## src/logic/psc_pkg.sv

```systemverilog
// Shared constants for the synchronised PWM module
`default_nettype none
package psc_pkg;
  localparam int CNT_W = 16;
  localparam int NUM_OUT = 6;
  localparam int NUM_CAP = 3;
  localparam int DLY_W = 16;
  localparam logic [15:0] CNT_RESET = 16'h0000;
  localparam logic [15:0] PRE_RESET = 16'h0000;
  localparam logic [15:0] DLY_ZERO = 16'h0000;
endpackage
`default_nettype wire

```

## src/logic/psc_pwm_core.sv

```systemverilog
// One PWM module with master/slave period synchronisation
`timescale 1ns/1ps
`default_nettype none
module psc_pwm_core
  import psc_pkg::*;
#(
  parameter int NOUT = NUM_OUT,
  parameter int NCAP = NUM_CAP
)
(
  // Clock and reset; the clock is the gated branch clock
  input wire logic mclk,
  input wire logic rst,
  // Configuration
  input wire logic runEnable,
  input wire logic runOnce,
  input wire logic slaveEnable,
  input wire logic [CNT_W-1:0] prescaleLimit,
  input wire logic [CNT_W-1:0] periodLimit,
  input wire logic [DLY_W-1:0] syncDelay,
  input wire logic shadowReq,
  input wire logic [NOUT*CNT_W-1:0] riseMatch,
  input wire logic [NOUT*CNT_W-1:0] fallMatch,
  input wire logic [NOUT-1:0] faultLevel,
  input wire logic trapIrqEnable,
  // Chain inputs from the previous module
  input wire logic syncIn,
  input wire logic transEnableIn,
  // Pins
  input wire logic [NCAP-1:0] capture_trigger_pin,
  input wire logic fault_hold_pin,
  output logic [NOUT-1:0] waveform_output_pin,
  // Chain outputs to the next module
  output logic syncOut,
  output logic transEnableOut,
  // Status
  output logic [NCAP*CNT_W-1:0] captureValue,
  output logic trapIrq,
  output logic running
);
  logic [CNT_W-1:0] pre_ff;
  logic [CNT_W-1:0] cnt_ff;
  logic run_ff;
  logic runEnPrev_ff;
  logic pending_ff;
  logic restart_ff;
  logic xfer_ff;
  logic [NOUT*CNT_W-1:0] riseSh_ff;
  logic [NOUT*CNT_W-1:0] fallSh_ff;
  logic [NOUT-1:0] wave_ff;
  logic [NCAP*CNT_W-1:0] cap_ff;
  logic [NCAP-1:0] capPrev_ff;
  logic trapIrq_ff;
  logic tick;
  logic periodEnd;
  logic slaveRestart;
  logic slaveXfer;
  logic restartNow;

  // everything below sits on mclk; gating is done outside
  assign tick = run_ff && (pre_ff == prescaleLimit);
  assign periodEnd = tick && (cnt_ff == periodLimit);
  assign slaveRestart = slaveEnable && syncIn;
  assign slaveXfer = slaveEnable && transEnableIn;
  assign restartNow = slaveRestart || (periodEnd && !runOnce)
    || (runEnable && !runEnPrev_ff && !slaveEnable);

  // Master start is the rising edge of runEnable only, so that run-once
  // really stops and a slave dropping its role does not self-start
  always_ff @(posedge mclk)
  begin
    if (rst)
      runEnPrev_ff <= 1'b0;
    else
      runEnPrev_ff <= runEnable;
  end

  // Prescale and period counters
  always_ff @(posedge mclk)
  begin
    if (rst)
    begin
      pre_ff <= PRE_RESET;
      cnt_ff <= CNT_RESET;
      run_ff <= 1'b0;
    end
    else if (!runEnable)
    begin
      run_ff <= 1'b0;
      pre_ff <= PRE_RESET;
      cnt_ff <= CNT_RESET;
    end
    else if (restartNow)
    begin
      run_ff <= 1'b1;
      pre_ff <= PRE_RESET;
      cnt_ff <= CNT_RESET;
    end
    else if (periodEnd)
      run_ff <= 1'b0;
    else if (run_ff)
    begin
      pre_ff <= tick ? PRE_RESET : pre_ff + 1'b1;
      if (tick)
        cnt_ff <= cnt_ff + 1'b1;
    end
  end

  // Shadow copy: at own restart in master role, on input pulse as slave
  always_ff @(posedge mclk)
  begin
    if (rst)
    begin
      pending_ff <= 1'b0;
      riseSh_ff <= '0;
      fallSh_ff <= '0;
      restart_ff <= 1'b0;
      xfer_ff <= 1'b0;
    end
    else
    begin
      restart_ff <= restartNow && runEnable;
      xfer_ff <= 1'b0;
      if (shadowReq)
        pending_ff <= 1'b1;
      if ((slaveEnable && slaveXfer) ||
          (!slaveEnable && restartNow && runEnable && pending_ff))
      begin
        riseSh_ff <= riseMatch;
        fallSh_ff <= fallMatch;
        pending_ff <= shadowReq;
        xfer_ff <= !slaveEnable || slaveRestart;
      end
    end
  end

  psc_sync_delay u_delay (
    .mclk(mclk),
    .rst(rst),
    .restartPulse(restart_ff),
    .xferPulse(xfer_ff),
    .delayCycles(syncDelay),
    .syncOut_ff(syncOut),
    .xferOut_ff(transEnableOut)
  );

  // Waveforms with trap hold
  genvar g;
  generate
    for (g = 0; g < NOUT; g++)
    begin : gOut
      always_ff @(posedge mclk)
      begin
        if (rst)
          wave_ff[g] <= 1'b0;
        else if (fault_hold_pin)
          wave_ff[g] <= faultLevel[g];
        else if (run_ff && cnt_ff == riseSh_ff[g*CNT_W +: CNT_W])
          wave_ff[g] <= 1'b1;
        else if (run_ff && cnt_ff == fallSh_ff[g*CNT_W +: CNT_W])
          wave_ff[g] <= 1'b0;
      end
    end
    for (g = 0; g < NCAP; g++)
    begin : gCap
      always_ff @(posedge mclk)
      begin
        if (rst)
        begin
          cap_ff[g*CNT_W +: CNT_W] <= CNT_RESET;
          capPrev_ff[g] <= 1'b0;
        end
        else
        begin
          capPrev_ff[g] <= capture_trigger_pin[g];
          if (capture_trigger_pin[g] && !capPrev_ff[g])
            cap_ff[g*CNT_W +: CNT_W] <= cnt_ff;
        end
      end
    end
  endgenerate

  always_ff @(posedge mclk)
  begin
    if (rst)
      trapIrq_ff <= 1'b0;
    else
      trapIrq_ff <= fault_hold_pin && trapIrqEnable;
  end

  assign waveform_output_pin = wave_ff;
  assign captureValue = cap_ff;
  assign trapIrq = trapIrq_ff;
  assign running = run_ff;

  a_trap_hold: assert property (@(posedge mclk) disable iff (rst)
    fault_hold_pin |=> waveform_output_pin == $past(faultLevel))
    else $error("outputs not held on fault");
  a_slave_align: assert property (@(posedge mclk) disable iff (rst)
    runEnable && slaveEnable && syncIn && !fault_hold_pin
      |=> cnt_ff == CNT_RESET && run_ff)
    else $error("slave did not restart");
  a_master_pulse: assert property (@(posedge mclk) disable iff (rst)
    restartNow && runEnable && syncDelay == DLY_ZERO |-> ##2 syncOut)
    else $error("period pulse missing");
  // Also watches the cycle after the stop, where a stray restart would show
  a_run_once: assert property (@(posedge mclk) disable iff (rst)
    periodEnd && runOnce && !slaveRestart && runEnable
      |=> !run_ff ##1 (!run_ff || $past(slaveRestart)))
    else $error("run-once did not stop");
  a_ignore_slave: assert property (@(posedge mclk) disable iff (rst)
    !slaveEnable && run_ff && !periodEnd && runEnable ##1 run_ff
      |-> cnt_ff != CNT_RESET || $past(cnt_ff) == CNT_RESET
      || $past(tick))
    else $error("counter reset unexpectedly");
endmodule
`default_nettype wire

```

## src/logic/psc_sync_delay.sv

```systemverilog
// Programmable delay for the outgoing period-start and shadow-update pulses
`timescale 1ns/1ps
`default_nettype none
module psc_sync_delay
  import psc_pkg::*;
(
  // Clock and reset
  input wire logic mclk,
  input wire logic rst,
  // Restart event
  input wire logic restartPulse,
  input wire logic xferPulse,
  input wire logic [DLY_W-1:0] delayCycles,
  // Delayed pulses
  output logic syncOut_ff,
  output logic xferOut_ff
);
  logic [DLY_W-1:0] dlyCnt_ff;
  logic busy_ff;
  logic xferHeld_ff;

  // A restart during a running delay restarts the delay; periods no longer
  // than the delay therefore never emit pulses.
  always_ff @(posedge mclk)
  begin
    if (rst)
    begin
      dlyCnt_ff <= DLY_ZERO;
      busy_ff <= 1'b0;
      xferHeld_ff <= 1'b0;
      syncOut_ff <= 1'b0;
      xferOut_ff <= 1'b0;
    end
    else
    begin
      syncOut_ff <= 1'b0;
      xferOut_ff <= 1'b0;
      if (restartPulse && delayCycles == DLY_ZERO)
      begin
        syncOut_ff <= 1'b1;
        xferOut_ff <= xferPulse;
        busy_ff <= 1'b0;
      end
      else if (restartPulse)
      begin
        dlyCnt_ff <= delayCycles;
        xferHeld_ff <= xferPulse;
        busy_ff <= 1'b1;
      end
      else if (busy_ff)
      begin
        dlyCnt_ff <= dlyCnt_ff - 1'b1;
        if (dlyCnt_ff == 16'h0001)
        begin
          busy_ff <= 1'b0;
          syncOut_ff <= 1'b1;
          xferOut_ff <= xferHeld_ff;
        end
      end
    end
  end

  a_pulse_single: assert property (@(posedge mclk) disable iff (rst)
    syncOut_ff |=> !syncOut_ff || $past(restartPulse))
    else $error("sync pulse longer than one cycle");
  a_xfer_with_sync: assert property (@(posedge mclk) disable iff (rst)
    xferOut_ff |-> syncOut_ff)
    else $error("shadow pulse without period pulse");
  a_zero_delay: assert property (@(posedge mclk) disable iff (rst)
    restartPulse && delayCycles == DLY_ZERO |=> syncOut_ff)
    else $error("undelayed pulse missing");
endmodule
`default_nettype wire
```

## config.mk

```make
export PLATFORM = sky130hd
export DESIGN_NAME = psc_pwm_core
export DESIGN_NICKNAME = d
export VERILOG_FILES = /design/src/logic/psc_pkg.sv /design/src/logic/psc_pwm_core.sv /design/src/logic/psc_sync_delay.sv
export SDC_FILE = /design/constraint.sdc
export NUM_CORES = 1
export LEC_CHECK = 0
export BUFFER_PORTS_ARGS = -buffer_cell sky130_fd_sc_hd__buf_2
export CORE_MARGIN = 4
export CORE_UTILIZATION = 45
export CTS_CLUSTER_DIAMETER = 60
export DETAILED_ROUTE_END_ITERATION = 6
export PLACE_DENSITY = 0.71
export SLEW_MARGIN = 30
export SYNTH_ARGS = -nofsm -noshare
export SYNTH_HDL_FRONTEND = slang
export SYNTH_HIERARCHICAL = 1
export SYNTH_SLANG_ARGS = --single-unit
```

## constraint.sdc

```tcl
create_clock -name mclk -period 2.9 [get_ports mclk]
set_input_delay 0.145 -clock mclk [delete_from_list [all_inputs] [get_ports mclk]]
set_output_delay 0.145 -clock mclk [all_outputs]
set_load 0.01 [all_outputs]
```

# Yosys cells after proc, flatten, opt, wreduce, memory -nomap -nowiden
# Index checks and enable logic that the tools add are counted.
dict set report op_classes {
  addsub 3
  multipliers 0
  div_mod_pow 0
  magnitude_cmp 0
  eq_ne 15
  n_shift 0
  muxes 36
  n_bitwise 4
  n_reduce_logical 57
}
# operator count
set op_table {}
lappend op_table {{16-bit == test} 14}
lappend op_table {{16-bit 2-to-1 mux} 3}
lappend op_table {{1-bit 2-to-1 mux} 33}
lappend op_table {{16-bit by 1-bit adder with 16-bit output, second input constant} 2}
lappend op_table {{1-bit logical AND} 29}
lappend op_table {{3-bit nonzero test} 6}
lappend op_table {{16-bit by 1-bit == test with 1-bit output, second input constant} 1}
lappend op_table {{16-bit logical NOT} 1}
lappend op_table {{16-bit by 1-bit subtractor with 16-bit output, second input constant} 1}
lappend op_table {{1-bit logical NOT} 6}
lappend op_table {{2-bit AND reduction} 3}
lappend op_table {{2-bit nonzero test} 3}
lappend op_table {{2-bit OR reduction} 3}
lappend op_table {{1-bit logical OR} 4}
lappend op_table {{1-bit inverter} 4}
lappend op_table {{3-bit AND reduction} 1}
lappend op_table {{3-bit OR reduction} 1}
dict set report word_totals {
  register_bits 307
  latch_bits 0
  mem_bits_rw 0
  mem_bits_ro 0
  in_bits 259
  out_inout_bits 58
  wordCells 142
  memories 0
}

# Longest topological paths before layout
dict set report logic_depth {
  depth_word 12
  mapped_depth 9
  mapped_depth_nobuf 6
}

# By module
# Netlist, hierarchy kept.
# module n_inst cells_each area_each_um2 seq_area_each_um2
set by_module_without_submodules {}
lappend by_module_without_submodules {psc_pwm_core 1 1643 14959.3 5745.5}
lappend by_module_without_submodules {psc_sync_delay 1 175 1411.4 400.4}

# Worst setup path after synthesis
# No wires, ideal clock.
dict set report synth_path {
  path_kind {flip-flop to flip-flop}
  start {register cnt_ff[10]}
  end {register pre_ff[11]}
  setup_time_ns 0.128
  arrival_time_ns 2.030
  required_time_ns 2.772
  slack_ns 0.743
  stages_incl_launch_ff 10
  path_buffers 3
  synth_period_minus_slack_ns 2.157
  cell_sequence {dfxtp_1 buf_2 xor2_1 nor4_1 and4_1 buf_2 mux2i_1 a21o_1 clkbuf_1 nor2_1}
}
dict set report synth_between {
  elab_chain_len 6
  elab_cells_between_ends 8
  classes_between {1 x eq/ne; 1 x bitwise; 6 x reduce/logical}
}
# element line
set synth_lines {}
lappend synth_lines {{from (decl)} psc_pwm_core.sv:42} ;# logic [CNT_W-1:0] cnt_ff;
lappend synth_lines {{from (signal assigned)} psc_pwm_core.sv:105} ;# cnt_ff <= cnt_ff + 1'b1;
lappend synth_lines {{16-bit == test (*)} psc_pwm_core.sv:62} ;# assign periodEnd = tick && (cnt_ff == periodLimit);
lappend synth_lines {{1-bit logical AND (*)} psc_pwm_core.sv:62}
lappend synth_lines {{1-bit logical AND} psc_pwm_core.sv:65} ;# assign restartNow = slaveRestart || (periodEnd && !runOnce)
lappend synth_lines {{1-bit logical OR} psc_pwm_core.sv:65}
lappend synth_lines {{1-bit logical OR} psc_pwm_core.sv:66} ;# || (runEnable && !runEnPrev_ff && !slaveEnable);
lappend synth_lines {{3-bit OR reduction (no line)} --}
lappend synth_lines {{to (signal assigned)} psc_pwm_core.sv:103} ;# pre_ff <= tick ? PRE_RESET : pre_ff + 1'b1;
lappend synth_lines {{to (decl)} psc_pwm_core.sv:41} ;# logic [CNT_W-1:0] pre_ff;
# Mark *: on every way between the ends. The rest lies on a longest branch, timed or not.
# A chain may end at the register's enable or synchronous reset.

# Worst setup path after layout
dict set report layout_path {
  start {register cnt_ff[11]}
  end {register fallSh_ff[66]}
}
dict set report layout_between {
  elab_chain_len 9
}
# element line
set layout_lines {}
lappend layout_lines {{16-bit == test} psc_pwm_core.sv:62}
lappend layout_lines {{1-bit logical AND} psc_pwm_core.sv:62}
lappend layout_lines {{1-bit logical AND} psc_pwm_core.sv:65}
lappend layout_lines {{1-bit logical OR} psc_pwm_core.sv:65}
lappend layout_lines {{1-bit logical OR} psc_pwm_core.sv:66}
lappend layout_lines {{1-bit logical AND (3 in a row)} psc_pwm_core.sv:127} ;# (!slaveEnable && restartNow && runEnable && pending_ff))
lappend layout_lines {{1-bit logical OR} psc_pwm_core.sv:126} ;# if ((slaveEnable && slaveXfer) ||
lappend layout_lines {{to (signal assigned)} psc_pwm_core.sv:130} ;# fallSh_ff <= fallMatch;
lappend layout_lines {{to (decl)} psc_pwm_core.sv:49} ;# logic [NOUT*CNT_W-1:0] fallSh_ff;
# No other way between the ends.

==> results.ini <==
[global_routing]
grt_max_degree=160
met1_usage=0.3342
use_met3=0.04624
grt_busiest_layer=met2
track_usage=0.2657
grt_pass1_vias=14965
gr-usage-met2=0.4620
grt_pass1_wl_um=82920
grt_overflow=0
antenna_found_initial=2

[worst_setup_path]
cpLargestDelayFamily=simple AND/OR/NAND/NOR gates
cp.required_ns=3.33
cpMostUsedCell=buf_12
worst-setup-path-type=reg2reg
crit_path_end_kind=flip-flop
cp.arrival_ns=3.16
worstPathMaxFanout=50
slowest_stage=nor4_1
path_buf_inv=2
path_cells=xor2_1 -> nor4_1 -> and4_1 -> nand4b_1 -> a21oi_4 -> buf_12 -> buf_12 -> mux2i_1
max_stage_delay_ns=0.52
cp-start-kind=flip-flop

[synthesis]
synth_seq_area_share=0.3754
synth_warnings=6
synth_edf_count=0
synth_top_area_share=0.3754
synth-compound-area-share=0.07093
synth_top_family_by_area=simple AND/OR/NAND/NOR gates
synth_async_sr_flop_share=0
synth_common_cells=nand2b_1 (393), dfxtp_1 (307), mux2i_1 (197)
synth_mux_area_frac=0.1205
synth_top_area_cell=dfxtp_1
syn_inst=1818
ys.flop_type=dfxtp_1
yosysMostFrequentCell=nand2b_1
ys_seq_elements=307
synth_area_per_cell_um2=9.005
netlist_area_um2=16370
synthAdderAreaFrac=0.003057
synth-xor-area-share=0.1236
synth.area.top_cells=dfxtp_1 (38%), nand2b_1 (15%), mux2i_1 (12%)
syn_nets=2081
synthSimpleGateAreaFrac=0.2589
yosysUniqueCellTypes=61

[floorplan]
die-area_um2=39500
fp-row-count=69
ioPinCount=317
start_util=0.4580
die_w_um=198.7
core_area_um2=35740
die_h_um=198.7

[finish]
areaGrowthSynthToFinish_pct=31.53
nets=2539
seqCellArea_um2=6163
fill_cells=2909
drive_gt1_frac=0.1932
multi_input_area_um2=9457

[worst_hold_path]
hold_path_class=in2reg

[sta]
max-slew-margin-rel=0.4471
slew_viol_final=0
hold_violations=0
fmax_mhz=367.1
rsz0062_at_grt=no
whs_ns=0.02676
min_period_over_period=0.9394
setup_viol=0
fin_ws_ns=0.1756
clock_skew_ns=0.02940
worst-slew-pin-transition_ns=0.8263
setup_tns_ns=0
period_minus_slack_ns=2.724

[detailed_routing]
drc=0
wl_per_cell_um=19.79
ant_nets=0
vias=14924
drt_first_pass_iters=5
drt-initial-drc-count=1184
viasPerCell=5.396
wl_um=54750

[power_and_ir_drop]
p_leak_uw=0.008886
vdd.ir_drop.worst_uv=327.4
power_density_nw_per_um2=505.3

[run_status]
outcome=complete, no violations

[cts]
clock-root-buffer=clkbuf_16
post_cts_buffers=0
numCtsBuffers=36
cts_tree=built
clk_pin_slew_ns=0.06
worstSkewPairLatency_ns=0.54
cts_max_level=2
cts.sinks=307
cts_buffer_depth=3

[placement]
io_buffers=316
gp_congestion=0.9615
dp_hpwl_um=33600
place_ws_ns=0.2974

[flow_run]
max-cap-violations=0

[state kept, by name, summed over array words and instances (netlist names), 3 cells and up]
signal,cells
capPrev_ff,3
captureValue,48
cnt_ff,16
fallSh_ff,96
pre_ff,16
riseSh_ff,96
u_delay/dlyCnt_ff,16
waveform_output_pin,6
[logic make-up (layout without fill, tap and decap cells)]
group | Yosys count | count (layout)
and+or+nand+nor | 734 | 734
DFF | 307 | 307
xor gates and xnor gates | 231 | 231
muxes | 197 | 197
AOI/OAI and AO/OA | 182 | 182
buffers and inverters | 163 | 648
adders and majority gates | 4 | 4
other | 0 | 2
[final timing paths]
kind / start / to / slack (ns) / cells past startpoint
min reg2reg: captureValue[1]$_SDFFE_PP0P_ / captureValue[1]$_SDFFE_PP0P_ / 0.46 / 2
min: fallMatch[95] / fallSh_ff[95]$_SDFFE_PP0P_ / 0.03 / 3
max reg2reg: cnt_ff[11]$_SDFFE_PP0P_ / fallSh_ff[66]$_SDFFE_PP0P_ / 0.18 / 8
max: cnt_ff[11]$_SDFFE_PP0P_ / fallSh_ff[66]$_SDFFE_PP0P_ / 0.18 / 8
[layout make-up]
cell class,instances,area share
diodes,2,0.0002324
clock buffers,54,0.05061
clock inverters,11,0.005752
inverters,25,0.004358
multi-input cells,1348,0.4392
flip-flops and latches,307,0.2862
well taps,461,0.02679
repair buffers,558,0.1869
[through the flow]
step / std cells / cell area, um2 / util / total power, uW
floorplan: 1818 / 16370 / - / 5632
global placement: 2493 / 18250 / 0.5105 / 6055
detailed placement: 2493 / 18250 / 0.5107 / 6087
CTS: 2764 / 21530 / 0.6023 / 10920
global route: 2765 / 21530 / 0.6024 / 11280
finish: 2766 / 21530 / 0.6025 / 10880
[cells in the final DEF (no fill, tap or decap), types with 17 or more instances in the layout]
| cell type | netlist | routed |
|---|---|---|
| nand4_1 | 35 | 35 |
| nor3_1 | 20 | 20 |
| nand2_1 | 128 | 128 |
| nand3_1 | 36 | 36 |
| xor2_1 | 113 | 113 |
| nor2_1 | 25 | 25 |
| buf_2 | 15 | 315 |
| nor4_1 | 29 | 29 |
| inv_1 | 22 | 22 |
| o21ai_0 | 17 | 17 |
| a21oi_1 | 90 | 90 |
| dfxtp_1 | 307 | 293 |
| dlygate4sd3_1 | 0 | 206 |
| clkbuf_16 | 0 | 37 |
| mux2i_1 | 197 | 197 |
| nand2b_1 | 393 | 393 |
| buf_4 | 14 | 28 |
| xnor2_1 | 118 | 118 |
[worst min-delay path, stage by stage]
cell      delay, ns
buf_2          0.11
nand2b_1       0.15
mux2i_1        0.10
[layer usage]
metal / part of all wire / vias up / wire length [um]
met2: 0.49 / 677 / 26770
met4: 0.032 / 2 / 1772
met1: 0.40 / 7067 / 22050
met5: 0.00013 / - / 7
met3: 0.076 / 134 / 4152
li1: - / 7044 / -
[repair_timing]
| item | in CTS | in global routing |
|---|---|---|
| hold buffers | 206 | 0 |
| gates resized for setup | 0 | 0 |
| endpoints found under the hold margin | 208 | 0 |
[power by group]
part	leakage (uW)	switching, uW	internal, uW	total (uW)
clock	0.000590	1830	2790	4620
combinational	0.00578	788	872	1660
sequential	0.00251	172	4430	4600
total	0.00889	2790	8090	10900
(Power assumes the default switching activity.)
